**config.mk**
```make
export PLATFORM = sky130hd
export DESIGN_NAME = pcw_primary_control_word_decoder
export DESIGN_NICKNAME = d
export VERILOG_FILES = /design/src/common/pcw_pkg_note_unused.sv /design/src/common/pcw_pkg.sv /design/src/hdl/pcw_fifo.sv /design/src/hdl/pcw_primary_control_word_decoder.sv
export SDC_FILE = /design/constraint.sdc
export NUM_CORES = 1
export LEC_CHECK = 0
export ABC_AREA = 1
export BUFFER_PORTS_ARGS = -buffer_cell sky130_fd_sc_hd__buf_2
export CAP_MARGIN = 20
export CORE_UTILIZATION = 50
export CTS_BUF_LIST = sky130_fd_sc_hd__clkbuf_4
export DETAILED_ROUTE_END_ITERATION = 8
export PLACE_DENSITY = 0.68
export SLEW_MARGIN = 10
export SYNTH_ARGS = -nofsm -noshare
export SYNTH_HDL_FRONTEND = slang
export SYNTH_HIERARCHICAL = 1
export SYNTH_SLANG_ARGS = --single-unit
```
**constraint.sdc**
```tcl
create_clock -name i_clk_sys -period 7 [get_ports i_clk_sys]
set_input_delay 0 -clock i_clk_sys [delete_from_list [all_inputs] [get_ports i_clk_sys]]
set_output_delay 0 -clock i_clk_sys [all_outputs]
set_load 0.05 [all_outputs]
```
**src/common/pcw_pkg_note_unused.sv**
```systemverilog
`default_nettype none
`default_nettype wire

```
**src/common/pcw_pkg.sv**
```systemverilog
`default_nettype none
// Shared constants for the primary control word decoder.
package pcw_pkg;

    // Serial word layout.
    localparam int WORD_W       = 16;
    localparam int DAC_W        = 14;
    localparam int DAC_LSB_POS  = 2;
    localparam int CTRL_LO_POS  = 0;
    localparam int CTRL_HI_POS  = 1;
    localparam int BIT_CNT_W    = 5;

    // Framing defaults; the sample period is in system clock periods, the others are widths and a depth.
    localparam int DEF_SAMPLE_PERIOD = 64;
    localparam int DEF_CNT_W         = 16;
    localparam int DEF_OFS_W         = 8;
    localparam int DEF_FIFO_DEPTH    = 16;

    // Register bus layout.
    localparam int REG_ADDR_W = 8;
    localparam int REG_DATA_W = 32;
    localparam logic [7:0] REG_PHASE_OFFSET = 8'h00;
    localparam logic [7:0] REG_STATUS       = 8'h04;
    localparam logic [7:0] REG_SEC_WORD     = 8'h08;
    localparam logic [7:0] REG_DAC_WORD     = 8'h0C;
    localparam logic [7:0] RST_PHASE_OFFSET = 8'h00;

    // Status register field positions.
    localparam int ST_SEC_PEND_POS  = 0;
    localparam int ST_LAST_DLY_POS  = 1;
    localparam int ST_LAST_ADV_POS  = 2;
    localparam int ST_LAST_SEC_POS  = 3;
    localparam int ST_UNDERRUN_POS  = 4;
    localparam int ST_LEVEL_LSB_POS = 8;

    // Action bits produced by the decode table.
    localparam int ACT_SEC_POS = 2;
    localparam int ACT_DLY_POS = 1;
    localparam int ACT_ADV_POS = 0;

    // Decode table indexed by {ctrl_hi, ctrl_lo, pin_hi, pin_lo}; codes left out do nothing.
    localparam logic [2:0] ACT_TABLE [16] = '{
        3'h0, 3'h2, 3'h1, 3'h4,
        3'h2, 3'h0, 3'h0, 3'h6,
        3'h1, 3'h0, 3'h0, 3'h5,
        3'h4, 3'h6, 3'h6, 3'h4
    };

    // Frame engine states.
    typedef enum logic [1:0] {
        PCW_ST_GAP = 2'b00,
        PCW_ST_PRI = 2'b01,
        PCW_ST_SEC = 2'b10
    } pcw_state_t;

endpackage
`default_nettype wire

```
**src/hdl/pcw_fifo.sv**
```systemverilog
`timescale 1ns/1ps
`default_nettype none
// Small synchronous FIFO with valid and ready on both sides.
module pcw_fifo #(
    parameter int WIDTH = 16,
    parameter int DEPTH = 16,
    parameter int LVL_W = $clog2(DEPTH) + 1
) (
    // Clock, reset and enable.
    input  wire logic             i_clk_sys,
    input  wire logic             i_rst,
    input  wire logic             i_ce,
    // Filling side.
    input  wire logic [WIDTH-1:0] i_in_data,
    input  wire logic             i_in_valid,
    output logic                  o_in_ready,
    // Draining side.
    output logic [WIDTH-1:0]      o_out_data,
    output logic                  o_out_valid,
    input  wire logic             i_out_ready,
    // Fill level.
    output logic [LVL_W-1:0]      o_level
);
    localparam int PTR_W = $clog2(DEPTH);

    logic [WIDTH-1:0] mem_r [DEPTH];
    logic [PTR_W-1:0] wr_ptr_r;
    logic [PTR_W-1:0] rd_ptr_r;
    logic [LVL_W-1:0] level_r;
    wire              push;
    wire              pop;

    // Full and empty come straight from the level, so neither can lie.
    assign o_in_ready  = (level_r != LVL_W'(DEPTH));
    assign o_out_valid = (level_r != '0);
    assign o_out_data  = mem_r[rd_ptr_r];
    assign o_level     = level_r;
    assign push        = i_in_valid & o_in_ready;
    assign pop         = i_out_ready & o_out_valid;

    // Storage is written only on a push; it needs no reset.
    always_ff @(posedge i_clk_sys) begin
        if (i_ce && push) begin
            mem_r[wr_ptr_r] <= i_in_data;
        end
    end

    // Pointers wrap at the depth, which need not be a power of two.
    always_ff @(posedge i_clk_sys) begin
        if (i_rst) begin
            wr_ptr_r <= '0;
            rd_ptr_r <= '0;
            level_r  <= '0;
        end else if (i_ce) begin
            if (push) begin
                wr_ptr_r <= (wr_ptr_r == PTR_W'(DEPTH - 1)) ? '0 : wr_ptr_r + 1'b1;
            end
            if (pop) begin
                rd_ptr_r <= (rd_ptr_r == PTR_W'(DEPTH - 1)) ? '0 : rd_ptr_r + 1'b1;
            end
            level_r <= level_r + LVL_W'(push) - LVL_W'(pop);
        end
    end

endmodule // pcw_fifo
`default_nettype wire

```
**src/hdl/pcw_primary_control_word_decoder.sv**
```systemverilog
// The strobed register port and the placing of the registers were left to the implementer.
`timescale 1ns/1ps
`default_nettype none
module pcw_primary_control_word_decoder
    import pcw_pkg::*;
#(
    parameter int SAMPLE_PERIOD = DEF_SAMPLE_PERIOD,
    parameter int CNT_W         = DEF_CNT_W,
    parameter int OFS_W         = DEF_OFS_W,
    parameter int FIFO_DEPTH    = DEF_FIFO_DEPTH
) (
    // Clock, reset and enable.
    input  wire logic                  i_clk_sys,
    input  wire logic                  i_rst,
    input  wire logic                  i_ce,
    // Register port.
    input  wire logic [REG_ADDR_W-1:0] i_reg_addr,
    input  wire logic [REG_DATA_W-1:0] i_reg_wdata,
    input  wire logic                  i_reg_wr,
    input  wire logic                  i_reg_rd,
    output logic [REG_DATA_W-1:0]      o_reg_rdata,
    // Serial link pins.
    input  wire logic                  i_function_pin_lo,
    input  wire logic                  i_function_pin_hi,
    input  wire logic                  i_serial_din,
    output logic                       o_serial_dout,
    output logic                       o_frame_sync_n,
    output logic                       o_secondary_frame,
    // ADC samples from the converter side.
    input  wire logic [WORD_W-1:0]     i_adc_data,
    input  wire logic                  i_adc_valid,
    output logic                       o_adc_ready,
    // DAC words and secondary control words toward the converter side.
    output logic [DAC_W-1:0]           o_dac_data,
    output logic                       o_dac_valid,
    output logic [WORD_W-1:0]          o_sec_word,
    output logic                       o_sec_valid
);
    localparam int LVL_W = $clog2(FIFO_DEPTH) + 1;

    // Half period places the secondary frame; the minimum period keeps it clear of the next one.
    localparam logic [CNT_W-1:0] NOM_PERIOD = CNT_W'(SAMPLE_PERIOD);
    localparam logic [CNT_W-1:0] HALF_LAST  = CNT_W'(SAMPLE_PERIOD / 2 - 1);
    localparam logic [CNT_W:0]   MIN_PERIOD = (CNT_W + 1)'(SAMPLE_PERIOD / 2 + WORD_W + 2);
    localparam logic [BIT_CNT_W-1:0] LAST_BIT = BIT_CNT_W'(WORD_W);

    // Frame engine state.
    pcw_state_t           state_r;
    pcw_state_t           state_nxt;
    logic [CNT_W-1:0]     cnt_r;
    logic [CNT_W-1:0]     period_r;
    logic [BIT_CNT_W-1:0] bit_r;
    logic [WORD_W-1:0]    tx_r;
    logic [WORD_W-1:0]    rx_r;
    logic                 dout_r;
    logic                 fs_n_r;
    logic                 sec_pend_r;

    // Software-visible state.
    logic [OFS_W-1:0]      ofs_r;
    logic                  last_dly_r;
    logic                  last_adv_r;
    logic                  last_sec_r;
    logic                  underrun_r;
    logic [WORD_W-1:0]     sec_word_r;
    logic [DAC_W-1:0]      dac_word_r;
    logic                  dac_valid_r;
    logic                  sec_valid_r;
    logic [REG_DATA_W-1:0] rdata_r;

    // FIFO hookup.
    wire [WORD_W-1:0] fifo_data;
    wire              fifo_valid;
    wire              fifo_pop;
    wire [LVL_W-1:0]  fifo_level;

    // Sample period timing and frame starts.
    wire cnt_wrap    = (cnt_r == period_r - 1'b1);
    wire in_gap      = (state_r == PCW_ST_GAP);
    wire frame_start = in_gap & cnt_wrap;
    wire sec_start   = in_gap & sec_pend_r & (cnt_r == HALF_LAST) & ~cnt_wrap;
    wire in_shift    = (state_r == PCW_ST_PRI) | (state_r == PCW_ST_SEC);
    wire shift_done  = in_shift & (bit_r == LAST_BIT);
    wire pri_done    = shift_done & (state_r == PCW_ST_PRI);
    wire sec_done    = shift_done & (state_r == PCW_ST_SEC);

    // The word as it stands once its last bit is sampled.
    wire [WORD_W-1:0] word_in = {rx_r[WORD_W-2:0], i_serial_din};

    // Decode of the two control bits with the two pins, sampled in the last bit cycle.
    wire [3:0] act_code = {word_in[CTRL_HI_POS], word_in[CTRL_LO_POS],
                           i_function_pin_hi, i_function_pin_lo};
    wire [2:0] act      = ACT_TABLE[act_code];
    wire       act_sec  = act[ACT_SEC_POS];
    wire       act_dly  = act[ACT_DLY_POS];
    wire       act_adv  = act[ACT_ADV_POS];

    // Signed period arithmetic: a negative offset reverses the shift by itself.
    wire signed [CNT_W:0] nom_s = $signed({1'b0, NOM_PERIOD});
    wire signed [CNT_W:0] ofs_s = $signed({{(CNT_W + 1 - OFS_W){ofs_r[OFS_W-1]}}, ofs_r});
    wire signed [CNT_W:0] dly_s = nom_s + ofs_s;
    wire signed [CNT_W:0] adv_s = nom_s - ofs_s;
    wire signed [CNT_W:0] sel_s = act_dly ? dly_s : adv_s;
    wire                  short = (sel_s < $signed(MIN_PERIOD));
    wire [CNT_W:0]        adj_w = short ? MIN_PERIOD : $unsigned(sel_s);
    wire [CNT_W-1:0]      adj_period = adj_w[CNT_W-1:0];

    // The ADC word is taken at the frame start; an empty FIFO sends zero.
    assign fifo_pop = frame_start & fifo_valid;

    // Register decode.
    wire sel_ofs  = (i_reg_addr == REG_PHASE_OFFSET);
    wire sel_stat = (i_reg_addr == REG_STATUS);
    wire sel_sec  = (i_reg_addr == REG_SEC_WORD);
    wire sel_dac  = (i_reg_addr == REG_DAC_WORD);
    wire wr_ofs   = i_reg_wr & sel_ofs;
    wire clr_under = i_reg_wr & sel_stat & i_reg_wdata[ST_UNDERRUN_POS];

    // Status word layout.
    wire [REG_DATA_W-1:0] stat_word =
        (REG_DATA_W'(sec_pend_r) << ST_SEC_PEND_POS)  |
        (REG_DATA_W'(last_dly_r) << ST_LAST_DLY_POS)  |
        (REG_DATA_W'(last_adv_r) << ST_LAST_ADV_POS)  |
        (REG_DATA_W'(last_sec_r) << ST_LAST_SEC_POS)  |
        (REG_DATA_W'(underrun_r) << ST_UNDERRUN_POS)  |
        (REG_DATA_W'(fifo_level) << ST_LEVEL_LSB_POS);

    // Read mux; unmapped addresses read as zero.
    wire [REG_DATA_W-1:0] rd_mux =
        sel_ofs  ? REG_DATA_W'(ofs_r)      :
        sel_stat ? stat_word               :
        sel_sec  ? REG_DATA_W'(sec_word_r) :
        sel_dac  ? REG_DATA_W'(dac_word_r) : '0;

    // ADC buffer between the converter side and the serial transmitter.
    pcw_fifo #(
        .WIDTH (WORD_W),
        .DEPTH (FIFO_DEPTH),
        .LVL_W (LVL_W)
    ) u_adc_fifo (
        .i_clk_sys   (i_clk_sys),
        .i_rst       (i_rst),
        .i_ce        (i_ce),
        .i_in_data   (i_adc_data),
        .i_in_valid  (i_adc_valid),
        .o_in_ready  (o_adc_ready),
        .o_out_data  (fifo_data),
        .o_out_valid (fifo_valid),
        .i_out_ready (fifo_pop),
        .o_level     (fifo_level)
    );

    // Next state of the frame engine.
    always_comb begin
        state_nxt = state_r;
        unique case (state_r)
            PCW_ST_GAP: begin
                if (frame_start) begin
                    state_nxt = PCW_ST_PRI;
                end else if (sec_start) begin
                    state_nxt = PCW_ST_SEC;
                end
            end
            PCW_ST_PRI: begin
                if (shift_done) begin
                    state_nxt = PCW_ST_GAP;
                end
            end
            PCW_ST_SEC: begin
                if (shift_done) begin
                    state_nxt = PCW_ST_GAP;
                end
            end
            default: begin
                state_nxt = PCW_ST_GAP;
            end
        endcase
    end

    // State register and bit counter of the running word.
    always_ff @(posedge i_clk_sys) begin
        if (i_rst) begin
            state_r <= PCW_ST_GAP;
            bit_r   <= '0;
        end else if (i_ce) begin
            state_r <= state_nxt;
            bit_r   <= in_shift ? bit_r + 1'b1 : '0;
        end
    end

    // Sample period counter; a shifted period lasts one frame, then the nominal one returns.
    always_ff @(posedge i_clk_sys) begin
        if (i_rst) begin
            cnt_r    <= '0;
            period_r <= NOM_PERIOD;
        end else if (i_ce) begin
            cnt_r <= cnt_wrap ? '0 : cnt_r + 1'b1;
            if (pri_done && (act_dly || act_adv)) begin
                period_r <= adj_period;
            end else if (cnt_wrap) begin
                period_r <= NOM_PERIOD;
            end
        end
    end

    // Frame sync is one cycle low at the start of each frame, primary or secondary.
    always_ff @(posedge i_clk_sys) begin
        if (i_rst) begin
            fs_n_r <= 1'b1;
        end else if (i_ce) begin
            fs_n_r <= ~(frame_start | sec_start);
        end
    end

    // Shift path: bits leave MSB first and are sampled one cycle after they are driven.
    always_ff @(posedge i_clk_sys) begin
        if (i_rst) begin
            tx_r   <= '0;
            rx_r   <= '0;
            dout_r <= 1'b0;
        end else if (i_ce) begin
            if (frame_start) begin
                tx_r <= fifo_valid ? fifo_data : '0;
            end else if (sec_start) begin
                tx_r <= '0;
            end else if (in_shift) begin
                tx_r <= {tx_r[WORD_W-2:0], 1'b0};
            end
            if (in_shift && (bit_r != '0)) begin
                rx_r <= word_in;
            end
            dout_r <= (in_shift && !shift_done) ? tx_r[WORD_W-1] : 1'b0;
        end
    end

    // One pending request serves both sources; it is spent when the secondary frame starts.
    always_ff @(posedge i_clk_sys) begin
        if (i_rst) begin
            sec_pend_r <= 1'b0;
        end else if (i_ce) begin
            if (pri_done) begin
                sec_pend_r <= act_sec;
            end else if (sec_start) begin
                sec_pend_r <= 1'b0;
            end
        end
    end

    // Last decode result, kept for software.
    always_ff @(posedge i_clk_sys) begin
        if (i_rst) begin
            last_dly_r <= 1'b0;
            last_adv_r <= 1'b0;
            last_sec_r <= 1'b0;
        end else if (i_ce && pri_done) begin
            last_dly_r <= act_dly;
            last_adv_r <= act_adv;
            last_sec_r <= act_sec;
        end
    end

    // Received words: DAC data on each primary frame, control word on each secondary one.
    always_ff @(posedge i_clk_sys) begin
        if (i_rst) begin
            dac_word_r  <= '0;
            dac_valid_r <= 1'b0;
            sec_word_r  <= '0;
            sec_valid_r <= 1'b0;
        end else if (i_ce) begin
            dac_valid_r <= pri_done;
            sec_valid_r <= sec_done;
            if (pri_done) begin
                dac_word_r <= word_in[WORD_W-1:DAC_LSB_POS];
            end
            if (sec_done) begin
                sec_word_r <= word_in;
            end
        end
    end

    // Underrun is sticky; a frame that underruns in the clearing cycle keeps it set.
    always_ff @(posedge i_clk_sys) begin
        if (i_rst) begin
            underrun_r <= 1'b0;
        end else if (i_ce) begin
            if (frame_start && !fifo_valid) begin
                underrun_r <= 1'b1;
            end else if (clr_under) begin
                underrun_r <= 1'b0;
            end
        end
    end

    // Phase offset register and registered read data.
    always_ff @(posedge i_clk_sys) begin
        if (i_rst) begin
            ofs_r   <= OFS_W'(RST_PHASE_OFFSET);
            rdata_r <= '0;
        end else if (i_ce) begin
            if (wr_ofs) begin
                ofs_r <= i_reg_wdata[OFS_W-1:0];
            end
            rdata_r <= i_reg_rd ? rd_mux : '0;
        end
    end

    // Outputs.
    assign o_reg_rdata       = rdata_r;
    assign o_serial_dout     = dout_r;
    assign o_frame_sync_n    = fs_n_r;
    assign o_secondary_frame = (state_r == PCW_ST_SEC);
    assign o_dac_data        = dac_word_r;
    assign o_dac_valid       = dac_valid_r;
    assign o_sec_word        = sec_word_r;
    assign o_sec_valid       = sec_valid_r;

endmodule // pcw_primary_control_word_decoder
`default_nettype wire

```
# == Word-level counts from Yosys, hierarchy flattened ==
# Memories as Yosys holds them, arrays and structs flattened. A register that Yosys moved wholly into a read port is not among the register bits.
# Index checks and enable logic that the tools add are counted.
# word_totals
mem_count,2
mem_bits_ro,48
elab_cells,132
input_bits,65
ff_bits,162
mem_bits_rw,256
out_inout_bits,68
# memory_table
memory,words,word_bits,rd,rd_ports_with_merged_regs,write_ports,line,rtl
u_adc_fifo.mem_r,16,16,1,1,1,pcw_fifo.sv:26,logic [WIDTH-1:0] mem_r [DEPTH];
(no name shown),16,3,1,0,0,pcw_primary_control_word_decoder.sv:93,wire [2:0] act = ACT_TABLE[act_code];
# classes
mux,32
eq_ne,13
bitwise_logic,23
addsub,9
n_reduce_logical,29
order_cmp,2
# ops
op,n
16-bit 2-to-1 mux,12
2-bit AND reduction,10
17-bit by 7-bit less-than comparator with 1-bit output (second input constant),1
17-bit 2-to-1 mux,1
16-bit by 1-bit adder with 16-bit output (second input constant),1
16-bit equality test,1
16-bit by 5-bit equality test with 1-bit output (second input constant),1
8-bit by 4-bit equality test with 1-bit output (second input constant),2
4-bit 2-to-1 mux,4
16-bit by 1-bit subtractor with 16-bit output (second input constant),1
14-bit 2-to-1 mux,1
1-bit bitwise AND,13
5-bit by 13-bit OR with 13-bit output,1
5-bit nonzero test,2
8-bit by 8-bit adder with 9-bit output (first input constant),1
8-bit by 8-bit subtractor with 9-bit output (first input constant),1
4-bit by 1-bit adder with 4-bit output (second input constant),2
4-bit equality test (second input constant),2
8-bit by 3-bit equality test with 1-bit output (second input constant),1
8-bit logical NOT,1
1-bit 2-to-1 mux,7
1-bit logical AND,6
2-bit 2-to-1 mux,3
3-bit 2-to-1 mux,2
other kinds (26),31

# == Depth between registers and ports, before layout ==
# Gate-level depths: netlist of the first run.
# depth
depth_word,8
ltp_mapped,25
depth_no_buf,25

# == By module ==
# Netlist of the first run, hierarchy kept.
# modules_own_cells
mod,area_per_inst_um2,seq_area_each_um2,n_inst,cells_each
pcw_fifo,11990.2,8027.7,1,1193
pcw_primary_control_word_decoder,6802.8,2522.4,1,1005

# == Worst setup path before layout of the first run ==
# No wires, ideal clock.
# synth_timing
path_kind,flip-flop to flip-flop
from,register period_r[0]
to,register u_adc_fifo.level_r[4] (netlist: u_adc_fifo/o_level[4])
t_arrival_ns,2.915
synth_period_minus_slack_ns,3.024
setup_time_ns,0.109
path_stages_with_launch,25
path_slack_ns,3.976
required_time_ns,6.891
n_path_buf,0
path_cell_list,dfxtp_1 -> inv_1 -> ha_1 -> or2_1 -> nand2_1 -> nand2_1 -> nand2_1 -> nand2_1 -> nor2_1 -> nand3_1 -> nor2_1 -> nand2_2 -> nor3_1 -> nand2_1 -> inv_1 -> ha_1 -> inv_1 -> ha_1 -> fa_1 -> nand2_1 -> nand2_1 -> nand3_1 -> nand3_1 -> nand2_1 -> inv_1
# synth_via
elab_chain_cells,6
# synth_lines
item,line,rtl
from (decl),pcw_primary_control_word_decoder.sv:51,logic [CNT_W-1:0] period_r;
from (signal assigned),pcw_primary_control_word_decoder.sv:199,period_r <= adj_period;
16-bit by 1-bit subtractor with 16-bit output,pcw_primary_control_word_decoder.sv:78,wire cnt_wrap = (cnt_r == period_r - 1'b1);
16-bit equality test,pcw_primary_control_word_decoder.sv:78,
1-bit bitwise AND,pcw_primary_control_word_decoder.sv:80,wire frame_start = in_gap & cnt_wrap;
1-bit bitwise AND,pcw_primary_control_word_decoder.sv:109,assign fifo_pop = frame_start & fifo_valid;
via fifo_pop,pcw_primary_control_word_decoder.sv:74,wire fifo_pop;
1-bit bitwise AND,pcw_fifo.sv:39,assign pop = i_out_ready & o_out_valid;
5-bit by 1-bit subtractor with 5-bit output,pcw_fifo.sv:61,level_r <= level_r + LVL_W'(push) - LVL_W'(pop);
to (signal assigned),pcw_fifo.sv:61,
to (decl),pcw_fifo.sv:29,logic [LVL_W-1:0] level_r;
# The timed path passes the listed nets, and every way through them passes these cells.
# A chain may end at the register's enable or synchronous reset.

# == Worst setup path after layout of the first run ==
# Ends and elaborated chain as after synthesis.

==> results of run 1 <==
==> synthesized netlist by cell type (all sizes together) (3+ instances only) <==
master and number:
a21oi 71, a221o 4, a22o 4, a31oi 4
a32oi 3, buf 72, clkbuf 33, dfxtp 143
edfxtp 256, ha 25, inv 328, nand2 588
nand3 298, nand4 19, nor2 212, nor3 15
nor3b 3, nor4 4, o211ai 10, o21ai 78
o21bai 4, or2 3, xor2 13
==> area by class of cell <==
class / count / share of cell area, %
sequential: 399 / 49.06
multi-input combinational: 1379 / 30.27
timing repair buffer: 186 / 6.327
inverter: 330 / 5.763
clock buffer: 154 / 5.373
tap: 468 / 2.722
clock inverter: 22 / 0.4478
antenna: 3 / 0.03489
==> registers in the layout (all words and copies together) (netlist names), 2 cells and up, named ones only <==
register,count
state_r,2
rx_r,15
o_sec_word,16
o_reg_rdata,16
tx_r,16
u_adc_fifo/o_level,5
cnt_r,16
u_adc_fifo/mem_r,256
bit_r,5
u_adc_fifo/wr_ptr_r,4
u_adc_fifo/rd_ptr_r,4
o_dac_data,14
period_r,9
ofs_r,8
==> stage by stage <==
step	utilization, %	setup slack, ps	hold WS, ps	area (um2)	total power, mW
final	58.49	3187	120.9	21520	4.639
after floorplan	-	3976	98.87	18850	2.696
after global routing	58.49	2813	122.7	21520	4.823
after detailed placement	53.28	3301	288.9	19600	2.758
after CTS	58.43	3271	56.18	21490	4.682
after global placement	53.17	3358	287.4	19560	2.750
==> final timing paths <==
kind	cells past startpoint	from	slack, ps	endpoint
worst max-delay path	24	period_r[0]$_SDFFE_PP0P_	3190	u_adc_fifo/o_level[4]$_SDFFE_PP0P_
worst min-delay path	7	i_reg_addr[1]	120	o_reg_rdata[13]$_SDFFE_PP0P_
worst max register to register	24	period_r[0]$_SDFFE_PP0P_	3190	u_adc_fifo/o_level[4]$_SDFFE_PP0P_
worst min register to register	2	o_reg_rdata[14]$_SDFFE_PP0P_	460	o_reg_rdata[14]$_SDFFE_PP0P_
==> worst max-delay path, stage by stage (launching register included) <==
cell and delay [ps]:
dfxtp_1 350, inv_1 100, ha_1 300, or2_1 260, nand2_1 60, nand2_1 40, nand2_1 120, nand2_1 70
nor2_1 160, nand3_1 100, nor2_1 120, nand2_2 140, nor3_1 490, nand2_1 110, inv_1 90, ha_1 120
inv_1 40, ha_1 200, fa_1 410, nand2_1 90, nand2_1 70, nand3_1 90, nand3_1 80, nand2_1 70
inv_1 30
==> report_power, final <==
group	switching, mW	internal (mW)
clock network	0.912	0.996
logic	0.143	0.0620
registers	0.00806	2.52
==> per-layer routing <==
layer | vias up | part of all wire [%]
met4 | 2 | 2.7
met3 | 101 | 6.7
met2 | 492 | 47
met1 | 7106 | 44
li1 | 7535 | -
met5 | - | 0.017
==> logic make-up (layout without fill, tap and decap cells) <==
| logic type | after synthesis | count (layout) | share of synthesized area (%) |
|---|---|---|---|
| other | 1 | 19 | 0.01995 |
| AND/OR/NAND/NOR | 1142 | 1142 | 26.21 |
| flip-flops | 399 | 399 | 56.14 |
| adder cells (fa/ha/maj) | 26 | 26 | 1.771 |
| AO/OA/AOI/OAI | 181 | 181 | 5.426 |
| buffers and inverters | 435 | 692 | 9.780 |
| XOR/XNOR | 14 | 14 | 0.6525 |
==> reports/metrics.cfg, run 1 <==
[status]
status = finished, final reports clean

[setup_path]
cp-start-kind = flip-flop
cp.arrival_ps = 4460
path_class = flip-flop to flip-flop
cp_max_fo = 6
endpoint_kind = flip-flop
crit_required_ps = 7650

[placement]
gp_congestion = 0.8797
dp.cells = 2697
post-dp-hpwl_um = 27910
io_buffers = 92

[timing]
rsz0062_at_grt = no
slew_violations = 0
finalCritPeriodShare_pct = 54.47
fmax_ghz = 0.2623
tightest_slew_ps = 924.6
final.setup_skew_ps = 47.68
relSlewSlack_pct = 38.36
fin_tns_setup_ps = 0
finalHoldViolCount = 0
setup_violations = 0
min_period_ps = 3813

[finish]
seq_area_um2 = 10560
multi_input_area_um2 = 6514
syn_to_final_growth_pct = 14.49
final_cell_mix = nand2_1 (572), inv_1 (325), nand3_1 (296), edfxtp_1 (256), nor2_1 (175)
final_common_cell = nand2_1
drive_gt1_share_pct = 14.17
fin_cells = 2941
fillCellCount = 3170
final_nets = 2487

[route]
drc = 0
vias = 15240
routed_wl_um = 46780
drtIter0Drc = 1267
viasPerCell = 5.181
routedWlPerCell_um = 15.91
first_pass_iters = 5
drtAntennaViolNets = 0

[power_and_ir_drop]
p_leak_nw = 9.729
ir_drop_mv = 0.1355
p_per_area_nw_per_um2 = 215.6

[global_route]
grtUsageMet2_pct = 39.91
use_met1_pct = 32.57
grtUsageMet3_pct = 4.384
antenna_found_initial = 4
track_usage_pct = 24.62
grt_pass1_wl_um = 74710
grt_pass1_vias = 14830
grt_max_degree = 79
top_usage_layer = met2
globalRouteOverflowTotal = 0

[cts]
cts_sinks = 399
htree_num_levels = 3
hold_buffers = 64
clockBufferDepth = 3
cts_tree = built
clkLatencyLatePin_ps = 790
post_cts_buffers = 0
cts_buffers = 100
cts_resized = 0
clkTransAtPathRegs_ps = 70
cts-root-buf = clkbuf_4

[yosys]
netlist.top_cell.by_area = edfxtp_1
avgSynthCellArea_um2 = 8.550
ys_ff_latch = 399
synth_top_area_share_pct = 40.91
synth_enable_flop_cells = 256
ys_seq_area_share_pct = 56.14
synthCells = 2198
ys_warn_count = 6
synth_cell_type_count = 45
ys_async_sr_fraction_pct = 0
yosys-top-cells-area = edfxtp_1 (41%), dfxtp_1 (15%), nand2_1 (11%)
netlist_area_um2 = 18790
synth_flop_cell = edfxtp_1

[floorplan]
die_h_um = 195.9
die_w_um = 195.9
core_area_um2 = 36790
die_area_um2 = 38370
ios = 133
core.rowCount = 70
initial_core_util_pct = 51.09

[worst_hold_path]
hold_class = input pin to flip-flop

[flow_run]
max-cap-violations = 0

Power figures use the tool's default switching activity.
==> run 2, diff against run 1 <==
==> constraint.sdc (replaced) <==
create_clock -name i_clk_sys -period 3.68 [get_ports i_clk_sys]
set_input_delay 0 -clock i_clk_sys [delete_from_list [all_inputs] [get_ports i_clk_sys]]
set_output_delay 0 -clock i_clk_sys [all_outputs]
set_load 0.05 [all_outputs]
==> reports/metrics.cfg, run 2 (synthesis results as in run 1) <==
[status]
status = finished, final reports clean

[setup_path]
cp_max_fo = 6  ; unchanged
cp.arrival_ps = 3990  ; -470 ps
path_common_cell = nand2_1
cpMaxStageDelayCell = fa_1
endpoint_kind = flip-flop
cp-start-kind = flip-flop
crit_family = simple AND/OR/NAND/NOR gates
path_class = flip-flop to flip-flop
crit_buf_inv = 5  ; +1
crit_required_ps = 4330  ; -3320 ps
cp_slowest_stage_delay_ps = 400  ; -90 ps

[worst_hold_path]
hold_class = input pin to flip-flop

[finish]
multi_input_area_um2 = 6519  ; about the same
final_common_cell = nand2_1
fillCellCount = 3210  ; +1.3%
final_area_um2 = 21450  ; -0.28%
final_cell_mix = nand2_1 (572), inv_1 (325), nand3_1 (296), edfxtp_1 (256), nor2_1 (174)
seq_area_um2 = 10560  ; unchanged
largest_reg_flops = 256  ; unchanged
final_nets = 2485  ; -0.080%
largest-register = u_adc_fifo/mem_r
drive_gt1_share_pct = 14.49  ; +0.32 points
syn_to_final_growth_pct = 14.16

[placement]
gp_congestion = 0.8557  ; -2.7%
io_buffers = 92  ; unchanged
post-dp-hpwl_um = 28360  ; +1.6%
dpl-instance-area_um2 = 19660  ; +0.29%

[timing]
setup_violations = 0  ; unchanged
final.setup_skew_ps = 46.08  ; -1.602 ps
fmax_ghz = 0.2993  ; +14%
finalHoldViolCount = 0  ; unchanged
finalCritPeriodShare_pct = 90.78  ; +36 points
tightest_slew_ps = 1001  ; +76.02 ps
slew_violations = 0  ; unchanged
relSlewSlack_pct = 33.22  ; -5.1 points
rsz0062_at_grt = no
min_period_ps = 3341  ; -472.0 ps
fin_tns_setup_ps = 0  ; unchanged

[global_route]
globalRouteOverflowTotal = 0  ; unchanged
grt_pass1_wl_um = 75310  ; +0.80%
grt_pass1_vias = 14440  ; -2.6%
grt_max_degree = 83  ; +5.1%
antenna_found_initial = 3  ; -1
track_usage_pct = 24.94  ; +0.32 points

[cts]
clkTransAtPathRegs_ps = 70  ; about the same
cts_sinks = 399  ; unchanged
post_cts_buffers = 0  ; unchanged
cts_buffers = 100  ; unchanged
clockBufferDepth = 3  ; unchanged
cts_tree = built
clkLatencyLatePin_ps = 760  ; -30 ps
cts-root-buf = clkbuf_4
htree_num_levels = 3  ; unchanged

[route]
drc = 0  ; unchanged
drtAntennaViolNets = 0  ; unchanged
routed_wl_um = 47390  ; +1.3%
viasPerCell = 5.218  ; +0.73%
first_pass_iters = 8  ; +3
drtIter0Drc = 1280  ; +1.0%
vias = 15320  ; +0.56%
routedWlPerCell_um = 16.14  ; +1.5%

[floorplan]
core.rowCount = 70  ; unchanged
die_h_um = 195.9  ; unchanged
initial_core_util_pct = 51.09  ; unchanged
die_area_um2 = 38370  ; unchanged
core_area_um2 = 36790  ; unchanged
ios = 133  ; unchanged
die_w_um = 195.9  ; unchanged

[power_and_ir_drop]
ir_drop_mv = 0.2751  ; +100%
p_leak_nw = 9.699  ; -0.31%
p_per_area_nw_per_um2 = 409.2  ; +90%

[flow_run]
max-cap-violations = 0  ; unchanged

-- run 2: path summary, 6_finish.rpt --
kind	slack, ps	depth (start not counted)	from	end
setup / recovery	340	25	period_r[0]$_SDFFE_PP0P_	u_adc_fifo/o_level[4]$_SDFFE_PP0P_
setup reg to reg	340	25	period_r[0]$_SDFFE_PP0P_	u_adc_fifo/o_level[4]$_SDFFE_PP0P_
hold / removal	110	7	i_reg_addr[1]	o_reg_rdata[13]$_SDFFE_PP0P_
hold reg to reg	460	2	o_reg_rdata[1]$_SDFFE_PP0P_	o_reg_rdata[1]$_SDFFE_PP0P_
-- run 2: timing repair --
action,CTS,global route
resized for setup,0,2
endpoints found under the setup margin,0,2
hold buffers,55,0
hold endpoints to repair,343,0
-- run 2: per-stage QoR --
step | utilization [%] | instances | worst slack [ps] | power [mW] | hold WS, ps
finish | 58.32 | 2936 | 339.3 | 8.779 | 107.5
CTS | 58.28 | 2932 | 249.7 | 8.865 | 53.84
floorplan | - | 2213 | 656.1 | 5.128 | 98.87
global route | 58.32 | 2935 | 12.97 | 9.147 | 131.5
detailed placement | 53.44 | 2705 | 298.6 | 5.247 | 290.8
global placement | 53.44 | 2705 | 346.2 | 5.237 | 287.5
-- run 2: power breakdown --
part	leakage [nW]	switching (mW)	total, mW	internal (mW)
Combinational	5.50	0.273	0.391	0.118
Clock	0.741	1.71	3.58	1.88
Sequential	3.46	0.0156	4.80	4.79
-- run 2: area by class of cell --
| class | instances | area share (%) |
|---|---|---|
| clock inverters | 19 | 0.3849 |
| clock buffers | 153 | 5.354 |
| flip-flops and latches | 399 | 49.20 |
| multi-input cells | 1379 | 30.38 |
| inverters | 330 | 5.779 |
| well taps | 468 | 2.729 |
| repair buffers | 184 | 6.124 |
| diodes | 4 | 0.04666 |
-- run 2: metal layers --
layer | global-route usage (%) | routed length, um | up-vias
met5 | 0 | 0 | -
met4 | 9.288 | 880 | 0
met3 | 4.074 | 3122 | 60
met2 | 39.94 | 22260 | 509
met1 | 34.18 | 21130 | 7212
li1 | - | - | 7540
-- run 2: worst reg2reg max path, cell delays in order (launching register included) --
cell and delay, ps:
dfxtp_1 350, inv_1 100, ha_2 240, or2_1 230, nand2_1 60, nand2_1 40, nand2_1 90, nand2_1 60
nor2_1 150, nand3_1 90, nor2_1 120, nand2_2 90, nor3_1 160, buf_4 170, nand2_1 60, inv_1 60
ha_1 120, inv_1 40, ha_1 200, fa_1 400, nand2_1 90, nand2_1 70, nand3_1 90, nand3_1 90
nand2_1 60, inv_1 40
